$ cat src/bridge_map.svh
// offsets-free constant map: timing counts, sizes and thresholds
`ifndef BRIDGE_MAP_SVH
`define BRIDGE_MAP_SVH
`define SYS_HZ 64'd50000000
`define XTAL_HZ 64'd3579545
`define BUS_BPS 64'd9600
`define BIT_TICKS ((`XTAL_HZ + `BUS_BPS / 64'd2) / `BUS_BPS)
`define GIVEUP_MS 64'd2000
`define GIVEUP_TICKS ((`XTAL_HZ * `GIVEUP_MS) / 64'd1000)
`define ST_UNIT_MS 64'd4
`define ST_UNIT_TICKS ((`XTAL_HZ * `ST_UNIT_MS) / 64'd1000)
`define GAP_BITS 16'h000A
`define PRIO_STEP_BITS 16'h0002
`define MIN_ACCESS_BITS 16'h000C
`define TX_MAX_DATA 5'h15
`define RX_MAX 6'h20
`define HOST_DEPTH 32
`endif

$ cat src/bridge_pkg.sv
// shared types for the vehicle bus bridge
package bridge_pkg;
  typedef enum logic [3:0] {ALERT_NONE, ALERT_BUFFER_FULL, ALERT_BUS_BUSY,
    ALERT_DATA_ERROR, ALERT_NO_DATA, ALERT_PROT_ERROR, ALERT_RX_ERROR,
    ALERT_STOP, ALERT_UNKNOWN} alert_t;
  typedef struct packed {
    logic checksum_display_on;
    logic byte_spacing_off;
    logic error_report_off;
    logic relaxed_timing_check;
  } host_cfg_t;
  typedef struct packed {
    logic enable;
    logic [4:0] pos;
    logic [7:0] value;
  } filter_t;
  typedef struct packed {
    logic [7:0] data;
    logic space_before;
    logic last;
  } host_out_t;
  typedef enum logic [2:0] {TX_IDLE, TX_ACCESS, TX_SEND, TX_RESP} tx_state_t;
  typedef enum logic {CP_IDLE, CP_COPY} copy_state_t;
  typedef enum logic {RX_IDLE, RX_BITS} rx_state_t;
  typedef enum logic {UT_IDLE, UT_SHIFT} ut_state_t;
endpackage

$ cat src/bus_bridge.sv
// vehicle bus bridge: framing, arbitration, receive checks, host alerts
`timescale 1ns/1ps
`include "bridge_map.svh"
module bus_bridge
#(
  parameter int unsigned BIT_TICKS = 32'(`BIT_TICKS),
  parameter int unsigned GIVEUP_TICKS = 32'(`GIVEUP_TICKS),
  parameter int unsigned ST_UNIT_TICKS = 32'(`ST_UNIT_TICKS),
  parameter int unsigned HOST_DEPTH = `HOST_DEPTH
)
(
  input wire logic clk_sys,
  input wire logic reset_n,
  input wire logic bus_rx_pin,
  output logic bus_tx_pin,
  output logic bus_drive_en,
  input wire bridge_pkg::host_cfg_t cfg,
  input wire bridge_pkg::filter_t filter_a,
  input wire bridge_pkg::filter_t filter_b,
  input wire logic [7:0] source_id,
  input wire logic [3:0] priority_level,
  input wire logic [3:0] resp_count,
  input wire logic [7:0] response_timeout_setting,
  input wire logic pay_valid,
  input wire logic [7:0] pay_byte,
  input wire logic send_go,
  input wire logic host_char_in,
  input wire logic cmd_bad,
  output bridge_pkg::host_out_t host_out,
  output logic host_out_valid,
  input wire logic host_out_ready,
  output bridge_pkg::alert_t alert_code,
  output logic alert_valid,
  output logic busy,
  output logic [15:0] idle_bits
);
  localparam int AW = $clog2(HOST_DEPTH);
  localparam int SW = $clog2(BIT_TICKS + 1);
  localparam int GW = $clog2(GIVEUP_TICKS + 1);
  localparam int TW = $clog2(ST_UNIT_TICKS + 1);
  function automatic logic filt_hit(bridge_pkg::filter_t f, logic [7:0] b,
    logic [5:0] limit);
    filt_hit = f.enable && {1'b0, f.pos} < limit && b == f.value;
  endfunction
  logic [26:0] acc_q, acc_d;
  logic tick_q, tick_d;
  always_comb
  begin
    acc_d = acc_q + 27'(`XTAL_HZ);
    tick_d = 1'b0;
    if (acc_d >= 27'(`SYS_HZ))
    begin
      acc_d = acc_d - 27'(`SYS_HZ);
      tick_d = 1'b1;
    end
  end
  logic rx_meta_q, rx_s_q;
  logic ut_busy, ut_done, ut_coll, rx_active, rx_valid, rx_err;
  logic [7:0] rx_byte;
  logic ut_start_q, ut_start_d, ut_abort;
  logic [7:0] ut_byte;
  bus_uart #(.BIT_TICKS(BIT_TICKS)) u_uart (
    .clk_sys(clk_sys), .reset_n(reset_n), .tick(tick_q), .rx_s(rx_s_q),
    .tx_start(ut_start_q), .tx_byte(ut_byte), .tx_abort(ut_abort),
    .tx_busy(ut_busy), .tx_done(ut_done), .collision(ut_coll),
    .rx_active(rx_active), .rx_valid(rx_valid), .rx_byte(rx_byte),
    .rx_err(rx_err), .bus_tx(bus_tx_pin), .bus_drive_en(bus_drive_en));
  logic [SW-1:0] sub_q, sub_d;
  logic [15:0] idle_d, gap_q, gap_d;
  logic act_q;
  always_comb
  begin
    sub_d = sub_q;
    idle_d = idle_bits;
    gap_d = gap_q;
    if (rx_active || ut_busy)
    begin
      sub_d = '0;
      idle_d = 16'h0000;
      if (rx_active && !act_q)
        gap_d = idle_bits;
    end
    else if (tick_q)
    begin
      if (sub_q == SW'(BIT_TICKS - 1))
      begin
        sub_d = '0;
        if (idle_bits != 16'hFFFF)
          idle_d = idle_bits + 16'h0001;
      end
      else
        sub_d = sub_q + SW'(1);
    end
  end
  // receive message assembly
  logic [7:0] rx_mem_q [0:31];
  logic [7:0] rx_mem_d [0:31];
  logic [5:0] len_q, len_d, eval_len;
  logic [7:0] sum_q, sum_d;
  logic bad_q, bad_d, prot_q, prot_d, own_q, own_d;
  logic msg_end, pass, deliver;
  assign msg_end = len_q != 6'h00 && !rx_active && idle_bits >= `GAP_BITS;
  assign eval_len = cfg.checksum_display_on ? len_q : len_q - 6'h01;
  assign pass = (!filter_a.enable && !filter_b.enable)
    || filt_hit(filter_a, rx_mem_q[filter_a.pos], eval_len)
    || filt_hit(filter_b, rx_mem_q[filter_b.pos], eval_len);
  assign deliver = msg_end && !own_q && !bad_q && pass;
  always_comb
  begin
    rx_mem_d = rx_mem_q;
    len_d = len_q;
    sum_d = sum_q;
    bad_d = bad_q;
    prot_d = prot_q;
    own_d = own_q;
    if (msg_end)
    begin
      len_d = 6'h00;
      sum_d = 8'h00;
      bad_d = 1'b0;
      prot_d = 1'b0;
      own_d = 1'b0;
    end
    else if ((rx_valid || rx_err) && len_q < `RX_MAX)
    begin
      if (len_q == 6'h00)
        prot_d = !cfg.relaxed_timing_check && gap_q < `MIN_ACCESS_BITS;
      if (ut_busy)
        own_d = 1'b1;
      if (rx_err)
        bad_d = 1'b1;
      rx_mem_d[len_q[4:0]] = rx_byte;
      sum_d = sum_q + rx_byte;
      len_d = len_q + 6'h01;
    end
  end
  bridge_pkg::host_out_t fifo_q [0:HOST_DEPTH-1];
  bridge_pkg::host_out_t fifo_d [0:HOST_DEPTH-1];
  bridge_pkg::host_out_t out_d;
  logic [AW:0] wr_q, wr_d, rd_q, rd_d;
  logic full, push, pop, outv_d;
  bridge_pkg::copy_state_t cp_q, cp_d;
  logic [5:0] cp_idx_q, cp_idx_d, cp_len_q, cp_len_d;
  logic ovf_d;
  assign full = (wr_q - rd_q) == (AW + 1)'(HOST_DEPTH);
  assign push = cp_q == bridge_pkg::CP_COPY && !full;
  assign pop = wr_q != rd_q && (!host_out_valid || host_out_ready);
  always_comb
  begin
    fifo_d = fifo_q;
    wr_d = wr_q;
    rd_d = rd_q;
    out_d = host_out;
    outv_d = host_out_valid && !host_out_ready;
    cp_d = cp_q;
    cp_idx_d = cp_idx_q;
    cp_len_d = cp_len_q;
    ovf_d = 1'b0;
    if (cp_q == bridge_pkg::CP_IDLE && deliver && eval_len != 6'h00)
    begin
      cp_d = bridge_pkg::CP_COPY;
      cp_idx_d = 6'h00;
      cp_len_d = eval_len;
    end
    if (cp_q == bridge_pkg::CP_COPY)
    begin
      if (push)
      begin
        fifo_d[wr_q[AW-1:0]].data = rx_mem_q[cp_idx_q[4:0]];
        fifo_d[wr_q[AW-1:0]].space_before =
          !cfg.byte_spacing_off && cp_idx_q != 6'h00;
        fifo_d[wr_q[AW-1:0]].last = cp_idx_q == cp_len_q - 6'h01;
        wr_d = wr_q + (AW + 1)'(1);
      end
      else
        ovf_d = 1'b1;
      cp_idx_d = cp_idx_q + 6'h01;
      if (cp_idx_q == cp_len_q - 6'h01)
        cp_d = bridge_pkg::CP_IDLE;
    end
    if (pop)
    begin
      out_d = fifo_q[rd_q[AW-1:0]];
      outv_d = 1'b1;
      rd_d = rd_q + (AW + 1)'(1);
    end
  end
  // transmit sequencer
  bridge_pkg::tx_state_t st_q, st_d;
  logic [7:0] pay_q [0:20];
  logic [7:0] pay_d [0:20];
  logic [4:0] pay_cnt_q, pay_cnt_d, idx_q, idx_d;
  logic [7:0] pay_sum_q, pay_sum_d, lfsr_q, lfsr_d;
  logic [2:0] extra_q, extra_d;
  logic [GW-1:0] give_q, give_d;
  logic [TW-1:0] stu_q, stu_d;
  logic [7:0] units_q, units_d;
  logic [3:0] left_q, left_d;
  logic got_q, got_d, ovf_seen_q, ovf_seen_d;
  logic [15:0] access_bits;
  bridge_pkg::alert_t alert_d;
  assign access_bits = `GAP_BITS + `PRIO_STEP_BITS * {12'h000, priority_level}
    + {13'h0000, extra_q};
  assign ut_abort = st_q != bridge_pkg::TX_IDLE && host_char_in;
  assign ut_byte = idx_q == 5'h00 ? source_id
    : idx_q <= pay_cnt_q ? pay_q[idx_q - 5'h01]
    : 8'(~(source_id + pay_sum_q) + 8'h01);
  always_comb
  begin
    st_d = st_q;
    pay_d = pay_q;
    pay_cnt_d = pay_cnt_q;
    pay_sum_d = pay_sum_q;
    idx_d = idx_q;
    extra_d = extra_q;
    give_d = give_q;
    stu_d = stu_q;
    units_d = units_q;
    left_d = left_q;
    got_d = got_q;
    ut_start_d = 1'b0;
    lfsr_d = {lfsr_q[6:0], lfsr_q[7] ^ lfsr_q[5] ^ lfsr_q[4] ^ lfsr_q[3]};
    alert_d = bridge_pkg::ALERT_NONE;
    ovf_seen_d = ovf_seen_q && !msg_end;
    if (tick_q && (st_q == bridge_pkg::TX_ACCESS
      || st_q == bridge_pkg::TX_SEND))
      give_d = give_q + GW'(1);
    case (st_q)
      bridge_pkg::TX_IDLE:
      begin
        if (pay_valid && pay_cnt_q < `TX_MAX_DATA)
        begin
          pay_d[pay_cnt_q] = pay_byte;
          pay_cnt_d = pay_cnt_q + 5'h01;
          pay_sum_d = pay_sum_q + pay_byte;
        end
        if (send_go)
        begin
          st_d = bridge_pkg::TX_ACCESS;
          give_d = '0;
          extra_d = 3'h0;
        end
      end
      bridge_pkg::TX_ACCESS:
      begin
        if (!rx_active && idle_bits >= access_bits)
        begin
          st_d = bridge_pkg::TX_SEND;
          idx_d = 5'h00;
          ut_start_d = 1'b1;
        end
      end
      bridge_pkg::TX_SEND:
      begin
        if (ut_coll)
        begin
          st_d = bridge_pkg::TX_ACCESS;
          extra_d = lfsr_q[2:0];
        end
        else if (ut_done && idx_q == pay_cnt_q + 5'h01)
        begin
          st_d = resp_count == 4'h0 ? bridge_pkg::TX_IDLE
            : bridge_pkg::TX_RESP;
          left_d = resp_count;
          got_d = 1'b0;
          stu_d = '0;
          units_d = 8'h00;
          pay_cnt_d = 5'h00;
          pay_sum_d = 8'h00;
        end
        else if (ut_done)
        begin
          idx_d = idx_q + 5'h01;
          ut_start_d = 1'b1;
        end
      end
      bridge_pkg::TX_RESP:
      begin
        if (deliver)
        begin
          got_d = 1'b1;
          stu_d = '0;
          units_d = 8'h00;
          left_d = left_q - 4'h1;
          if (left_q == 4'h1)
            st_d = bridge_pkg::TX_IDLE;
        end
        else if (tick_q && stu_q == TW'(ST_UNIT_TICKS - 1))
        begin
          stu_d = '0;
          units_d = units_q + 8'h01;
          if (units_q + 8'h01 >= response_timeout_setting)
          begin
            st_d = bridge_pkg::TX_IDLE;
            if (!got_q)
              alert_d = bridge_pkg::ALERT_NO_DATA;
          end
        end
        else if (tick_q)
          stu_d = stu_q + TW'(1);
      end
      default: st_d = bridge_pkg::TX_IDLE;
    endcase
    if (give_q >= GW'(GIVEUP_TICKS) && st_q != bridge_pkg::TX_IDLE
      && st_q != bridge_pkg::TX_RESP)
    begin
      st_d = bridge_pkg::TX_IDLE;
      pay_cnt_d = 5'h00;
      pay_sum_d = 8'h00;
      alert_d = bridge_pkg::ALERT_BUS_BUSY;
    end
    if (ut_abort)
    begin
      st_d = bridge_pkg::TX_IDLE;
      ut_start_d = 1'b0;
      pay_cnt_d = 5'h00;
      pay_sum_d = 8'h00;
      alert_d = bridge_pkg::ALERT_STOP;
    end
    else if (alert_d == bridge_pkg::ALERT_NONE)
    begin
      if (ovf_d && !ovf_seen_q)
      begin
        alert_d = bridge_pkg::ALERT_BUFFER_FULL;
        ovf_seen_d = 1'b1;
      end
      else if (msg_end && !own_q && !cfg.error_report_off)
      begin
        if (bad_q)
          alert_d = bridge_pkg::ALERT_RX_ERROR;
        else if (sum_q != 8'h00)
          alert_d = bridge_pkg::ALERT_DATA_ERROR;
        else if (prot_q)
          alert_d = bridge_pkg::ALERT_PROT_ERROR;
      end
      else if (cmd_bad)
        alert_d = bridge_pkg::ALERT_UNKNOWN;
    end
  end
  always_ff @(posedge clk_sys)
  begin
    rx_meta_q <= bus_rx_pin;
    rx_s_q <= rx_meta_q;
    fifo_q <= fifo_d;
    rx_mem_q <= rx_mem_d;
    pay_q <= pay_d;
    if (!reset_n)
    begin
      acc_q <= '0;
      tick_q <= 1'b0;
      sub_q <= '0;
      idle_bits <= 16'h0000;
      gap_q <= 16'h0000;
      act_q <= 1'b0;
      len_q <= 6'h00;
      sum_q <= 8'h00;
      bad_q <= 1'b0;
      prot_q <= 1'b0;
      own_q <= 1'b0;
      wr_q <= '0;
      rd_q <= '0;
      host_out <= '0;
      host_out_valid <= 1'b0;
      cp_q <= bridge_pkg::CP_IDLE;
      cp_idx_q <= 6'h00;
      cp_len_q <= 6'h00;
      st_q <= bridge_pkg::TX_IDLE;
      pay_cnt_q <= 5'h00;
      pay_sum_q <= 8'h00;
      idx_q <= 5'h00;
      extra_q <= 3'h0;
      give_q <= '0;
      stu_q <= '0;
      units_q <= 8'h00;
      left_q <= 4'h0;
      got_q <= 1'b0;
      ovf_seen_q <= 1'b0;
      lfsr_q <= 8'h5A;
      ut_start_q <= 1'b0;
      alert_code <= bridge_pkg::ALERT_NONE;
      alert_valid <= 1'b0;
      busy <= 1'b0;
    end
    else
    begin
      acc_q <= acc_d;
      tick_q <= tick_d;
      sub_q <= sub_d;
      idle_bits <= idle_d;
      gap_q <= gap_d;
      act_q <= rx_active;
      len_q <= len_d;
      sum_q <= sum_d;
      bad_q <= bad_d;
      prot_q <= prot_d;
      own_q <= own_d;
      wr_q <= wr_d;
      rd_q <= rd_d;
      host_out <= out_d;
      host_out_valid <= outv_d;
      cp_q <= cp_d;
      cp_idx_q <= cp_idx_d;
      cp_len_q <= cp_len_d;
      st_q <= st_d;
      pay_cnt_q <= pay_cnt_d;
      pay_sum_q <= pay_sum_d;
      idx_q <= idx_d;
      extra_q <= extra_d;
      give_q <= give_d;
      stu_q <= stu_d;
      units_q <= units_d;
      left_q <= left_d;
      got_q <= got_d;
      ovf_seen_q <= ovf_seen_d;
      lfsr_q <= lfsr_d;
      ut_start_q <= ut_start_d;
      alert_code <= alert_d;
      alert_valid <= alert_d != bridge_pkg::ALERT_NONE;
      busy <= st_d != bridge_pkg::TX_IDLE;
    end
  end
endmodule

$ cat src/bus_uart.sv
// bus byte serialiser with framing check and collision detect
`timescale 1ns/1ps
module bus_uart
#(
  parameter int unsigned BIT_TICKS = 373
)
(
  input wire logic clk_sys,
  input wire logic reset_n,
  input wire logic tick,
  input wire logic rx_s,
  input wire logic tx_start,
  input wire logic [7:0] tx_byte,
  input wire logic tx_abort,
  output logic tx_busy,
  output logic tx_done,
  output logic collision,
  output logic rx_active,
  output logic rx_valid,
  output logic [7:0] rx_byte,
  output logic rx_err,
  output logic bus_tx,
  output logic bus_drive_en
);
  localparam int CW = $clog2(BIT_TICKS + 1);
  localparam logic [CW-1:0] FULL = CW'(BIT_TICKS - 1);
  localparam logic [CW-1:0] HALF = CW'(BIT_TICKS / 2);
  bridge_pkg::rx_state_t rx_st_q, rx_st_d;
  bridge_pkg::ut_state_t ut_st_q, ut_st_d;
  logic rx_prev_q;
  logic [CW-1:0] rx_cnt_q, rx_cnt_d, ut_cnt_q, ut_cnt_d;
  logic [3:0] rx_bit_q, rx_bit_d, ut_bit_q, ut_bit_d;
  logic [7:0] rx_sh_q, rx_sh_d;
  logic [9:0] ut_sh_q, ut_sh_d;
  logic valid_d, err_d, done_d, coll_d, tx_d, drv_d;
  assign rx_active = (rx_st_q == bridge_pkg::RX_BITS);
  assign tx_busy = (ut_st_q == bridge_pkg::UT_SHIFT);
  assign rx_byte = rx_sh_q;
  always_comb
  begin
    rx_st_d = rx_st_q;
    rx_cnt_d = rx_cnt_q;
    rx_bit_d = rx_bit_q;
    rx_sh_d = rx_sh_q;
    valid_d = 1'b0;
    err_d = 1'b0;
    case (rx_st_q)
      bridge_pkg::RX_IDLE:
      begin
        if (rx_prev_q && !rx_s)
        begin
          rx_st_d = bridge_pkg::RX_BITS;
          rx_cnt_d = HALF;
          rx_bit_d = 4'h0;
        end
      end
      bridge_pkg::RX_BITS:
      begin
        if (tick && rx_cnt_q == '0)
        begin
          rx_cnt_d = FULL;
          rx_bit_d = rx_bit_q + 4'h1;
          if (rx_bit_q == 4'h0 && rx_s)
          begin
            err_d = 1'b1;
            rx_st_d = bridge_pkg::RX_IDLE;
          end
          else if (rx_bit_q == 4'h9)
          begin
            valid_d = rx_s;
            err_d = !rx_s;
            rx_st_d = bridge_pkg::RX_IDLE;
          end
          else if (rx_bit_q != 4'h0)
            rx_sh_d = {rx_s, rx_sh_q[7:1]};
        end
        else if (tick)
          rx_cnt_d = rx_cnt_q - CW'(1);
      end
      default: rx_st_d = bridge_pkg::RX_IDLE;
    endcase
  end
  always_comb
  begin
    ut_st_d = ut_st_q;
    ut_cnt_d = ut_cnt_q;
    ut_bit_d = ut_bit_q;
    ut_sh_d = ut_sh_q;
    done_d = 1'b0;
    coll_d = 1'b0;
    case (ut_st_q)
      bridge_pkg::UT_IDLE:
      begin
        if (tx_start)
        begin
          ut_st_d = bridge_pkg::UT_SHIFT;
          ut_sh_d = {1'b1, tx_byte, 1'b0};
          ut_cnt_d = FULL;
          ut_bit_d = 4'h0;
        end
      end
      bridge_pkg::UT_SHIFT:
      begin
        if (tx_abort)
          ut_st_d = bridge_pkg::UT_IDLE;
        else if (tick && ut_cnt_q == HALF && rx_s != ut_sh_q[0])
        begin
          coll_d = 1'b1;
          ut_st_d = bridge_pkg::UT_IDLE;
        end
        else if (tick && ut_cnt_q == '0)
        begin
          ut_cnt_d = FULL;
          if (ut_bit_q == 4'h9)
          begin
            done_d = 1'b1;
            ut_st_d = bridge_pkg::UT_IDLE;
          end
          else
          begin
            ut_sh_d = {1'b1, ut_sh_q[9:1]};
            ut_bit_d = ut_bit_q + 4'h1;
          end
        end
        else if (tick)
          ut_cnt_d = ut_cnt_q - CW'(1);
      end
      default: ut_st_d = bridge_pkg::UT_IDLE;
    endcase
    drv_d = (ut_st_d == bridge_pkg::UT_SHIFT);
    tx_d = drv_d ? ut_sh_d[0] : 1'b1;
  end
  always_ff @(posedge clk_sys)
  begin
    if (!reset_n)
    begin
      rx_st_q <= bridge_pkg::RX_IDLE;
      ut_st_q <= bridge_pkg::UT_IDLE;
      rx_prev_q <= 1'b1;
      rx_cnt_q <= '0;
      ut_cnt_q <= '0;
      rx_bit_q <= 4'h0;
      ut_bit_q <= 4'h0;
      rx_sh_q <= 8'h00;
      ut_sh_q <= 10'h3FF;
      rx_valid <= 1'b0;
      rx_err <= 1'b0;
      tx_done <= 1'b0;
      collision <= 1'b0;
      bus_tx <= 1'b1;
      bus_drive_en <= 1'b0;
    end
    else
    begin
      rx_st_q <= rx_st_d;
      ut_st_q <= ut_st_d;
      rx_prev_q <= rx_s;
      rx_cnt_q <= rx_cnt_d;
      ut_cnt_q <= ut_cnt_d;
      rx_bit_q <= rx_bit_d;
      ut_bit_q <= ut_bit_d;
      rx_sh_q <= rx_sh_d;
      ut_sh_q <= ut_sh_d;
      rx_valid <= valid_d;
      rx_err <= err_d;
      tx_done <= done_d;
      collision <= coll_d;
      bus_tx <= tx_d;
      bus_drive_en <= drv_d;
    end
  end
endmodule
$ cat config.mk
export PLATFORM = sky130hd
export DESIGN_NAME = bus_bridge
export DESIGN_NICKNAME = d
export VERILOG_FILES = /design/src/bridge_pkg.sv /design/src/bus_bridge.sv /design/src/bus_uart.sv
export VERILOG_INCLUDE_DIRS = /design/src
export SDC_FILE = /design/constraint.sdc
export NUM_CORES = 2
export LEC_CHECK = 0
export BUFFER_PORTS_ARGS = -buffer_cell sky130_fd_sc_hd__buf_2
export CELL_PAD_IN_SITES_DETAIL_PLACEMENT = 0
export CELL_PAD_IN_SITES_GLOBAL_PLACEMENT = 1
export CORE_UTILIZATION = 57
export CTS_CLUSTER_SIZE = 24
export DETAILED_ROUTE_END_ITERATION = 10
export GPL_TIMING_DRIVEN = 0
export PLACE_DENSITY_LB_ADDON = 0.1
export SYNTH_ARGS = -nofsm -noshare
export SYNTH_HDL_FRONTEND = slang
export SYNTH_SLANG_ARGS = --single-unit
$ cat constraint.sdc
create_clock -name clk_sys -period 6.2 [get_ports clk_sys]
set_input_delay 0.62 -clock clk_sys [delete_from_list [all_inputs] [get_ports clk_sys]]
set_output_delay 0.62 -clock clk_sys [all_outputs]
set_load 0.05 [all_outputs]
==> results_dict.tcl <==
set metrics [dict create \
    status "finished with violations" \
    critPathArrivalTime_ps 6100 \
    cts_made_buffers 104 \
    routedWlPerCell_um 29.1 \
    rsz0062_at_grt "no" \
    layout_common_cells "edfxtp_1, nor2_1, mux4_2" \
    worstSetupEndpointType "flip-flop" \
    start_util_pct 57.6 \
    cts_tree "built" \
    clk_path_buf_depth 3 \
    nNetsFinal 3840 \
    track_usage_pct 33.0 \
    slowest_stage "clkbuf_1" \
    syn_area_sq_um 48100 \
    worst_slack_ps 639 \
    crit_type "reg -> reg" \
    htreeDepth 3 \
    io_buffers 102 \
    drt-initial-drc-count 3922 \
    yosysTopAreaCell "edfxtp_1" \
    fill_cells 6213 \
    setup_viol 0 \
    finClkSkew_ps 49.0 \
    holdCritPathClass "in -> reg" \
    die_w_um 293 \
    cts_sinks 1009 \
    netlist_top_cells_area "edfxtp_1, mux4_2, dfxtp_1" \
    num_vias 32300 \
    post-route-period-util_pct 89.7 \
    ir_worst_vdd_mv 0.268 \
    final_common_cell "edfxtp_1" \
    maxSlewHeadroom_pct -1.62 \
    io_pins 107 \
    finalPower_mw 15.2 \
    synthFlopType "edfxtp_1" \
    synth_warnings 0 \
    max_stage_delay_ps 770 \
    gr-total-overflow 0 \
    p_leak_nw 17.8 \
    fin_tns_setup_ps 0 \
    clk_latency_ps 710 \
    drc 0 \
    cts_setup_buffers 0 \
    synth_edf_count 744 \
    firstDrtPassIters 8 \
    ys_types 88 \
    ant_nets 0 \
    finalHoldViolCount 0 \
    clk_pin_slew_ps 70 \
    maxSlewViolCount 9 \
    drive_above_1_share_pct 18.2 \
    antenna_found_initial 4 \
    num_rows 106 \
    cap_viol_max_count 2 \
    worst_pin_slew_ps 1520 \
    syn_inst 3456 \
    gp_congestion 0.983 \
    grt_pass1_wl_um 206000 \
    async_flop_share_pct 0 \
    powerDensity_nw_per_um2 285 \
    ys_seq_elements 1009 \
    syn_to_final_growth_pct 11.1 \
    dieHeight_um 293 \
    cp_max_fo 19 \
    ys_seq_area_share_pct 57.5 \
    violations "max-capacitance violations, max-slew violations" \
    fin_util_pct 64.0 \
    timing.final.crit_period_ps 5560 \
    syn_avg_cell_area_sq_um 13.9 \
    cts_root_buffer "clkbuf_16" \
    vias_per_cell 6.67 \
    synth_top_cell_area_share_pct 46.4 \
    required_ps 6740 \
    grt_pass1_vias 31700 \
    cp_common_cell "clkbuf_1" \
    finalWirelength_um 141000 \
    die-area_sq_um 85600 \
    pre_cts_ws_ps -159 \
    crit_chain "buf_2, clkbuf_2, inv_1, ha_1, clkbuf_1, clkbuf_1, clkbuf_1, mux4_2, mux2i_1, nand2_1, a31oi_1, a211oi_1, a21oi_1, o2111ai_1" \
    clock.fmax_mhz 180 \
    cp-start-kind "flip-flop" \
    syn-num-nets 3629 \
    dp_hpwl_um 97800 \
    grt_max_degree 37 \
    core_area_sq_um 83600 \
]
[repair_timing]
item	4_1_cts	5_1_grt
endpoints found under the setup margin	5	5
hold buffers	1	0
gates resized for setup	1	0
hold endpoints to repair	1	0
[logic make-up after synthesis]
group | count (synthesis) | synth area share [%]
buffers and inverters | 274 | 2.41
and+or+nand+nor | 984 | 9.74
AOI/OAI and AO/OA | 463 | 6.56
other | 1 | 0.00780
muxes | 456 | 18.0
xor gates and xnor gates | 168 | 3.12
adders and majority gates | 101 | 2.69
DFF | 1009 | 57.5
[power breakdown]
| group | internal (mW) | total (mW) | switching [mW] |
|---|---|---|---|
| Clock | 3.51 | 6.20 | 2.70 |
| Sequential | 7.26 | 7.35 | 0.0860 |
| Combinational | 0.679 | 1.70 | 1.02 |
[area by class of cell]
type,instances,area (sq um),area share (%)
Tap cell,1080,1350,2.53
Antenna cell,2,5.00,0.00937
Timing Repair Buffer,106,548,1.03
Inverter,93,349,0.653
Clock buffer,141,2860,5.36
Clock inverter,57,542,1.01
Multi-Input combinational cell,2173,19300,36.2
Buffer,180,808,1.51
Sequential cell,1009,27700,51.7
[critical path, delay by kind of cell, from the launching register on]
family | cells | cell delay [ps]
AOI/OAI and AO/OA | 4 | 880
adders and majority gates | 1 | 300
buffers and inverters | 6 | 3000
DFF | 1 | 410
muxes | 2 | 670
and+or+nand+nor | 1 | 90
[state kept, by name, summed over array words and instances (netlist names), 8 cells and up]
| name | flops |
|---|---|
| u_uart.rx_byte | 8 |
| sub_q | 9 |
| units_q | 8 |
| pay_sum_q | 8 |
| stu_q | 14 |
| lfsr_q | 8 |
| idle_bits | 16 |
| rx_mem_q | 256 |
| gap_q | 14 |
| fifo_q | 320 |
| give_q | 23 |
| u_uart.ut_cnt_q | 9 |
| pay_q | 168 |
| u_uart.rx_cnt_q | 9 |
| host_out | 10 |
| sum_q | 8 |
| u_uart.ut_sh_q | 10 |
| acc_q | 27 |
[cells in the mapped netlist (all sizes together), types with 46 or more instances]
| cell | count |
|---|---|
| ha | 97 |
| o21ai | 65 |
| a21oi | 147 |
| dfxtp | 265 |
| nor2 | 344 |
| a22oi | 46 |
| buf | 76 |
| mux2i | 113 |
| inv | 88 |
| xor2 | 73 |
| nand3 | 81 |
| nand4 | 49 |
| mux4 | 326 |
| clkbuf | 105 |
| edfxtp | 744 |
| xnor2 | 93 |
| nand2 | 238 |
[through the flow]
stage,cell area [sq um],hold slack [ps],cells
global route,53400,209,4839
detailed placement,50000,317,4641
finish,53400,208,4841
global placement,50000,311,4638
CTS,53400,179,4840
floorplan,48100,310,3456
[path summary, 6_finish.rpt]
check	startpoint	end	slack, ps	cells past startpoint
setup reg to reg	idx_q[0]$_SDFFE_PN0P_	u_uart.ut_sh_q[3]$_SDFFE_PN1P_	640	14
hold / removal	resp_count[0]	left_q[0]$_SDFFE_PN0P_	210	3
hold reg to reg	rx_meta_q$_DFF_P_	rx_s_q$_DFF_P_	350	0
setup / recovery	idx_q[0]$_SDFFE_PN0P_	u_uart.ut_sh_q[3]$_SDFFE_PN1P_	640	14
[layer usage]
metal	track usage [%]	part of all wire, %	vias up
met3	7.28	10	354
li1	-	-	13800
met4	13.1	4.2	4
met1	45.0	39	16300
met5	0	0.018	-
met2	52.1	47	1819
Power figures use the tool's default switching activity.
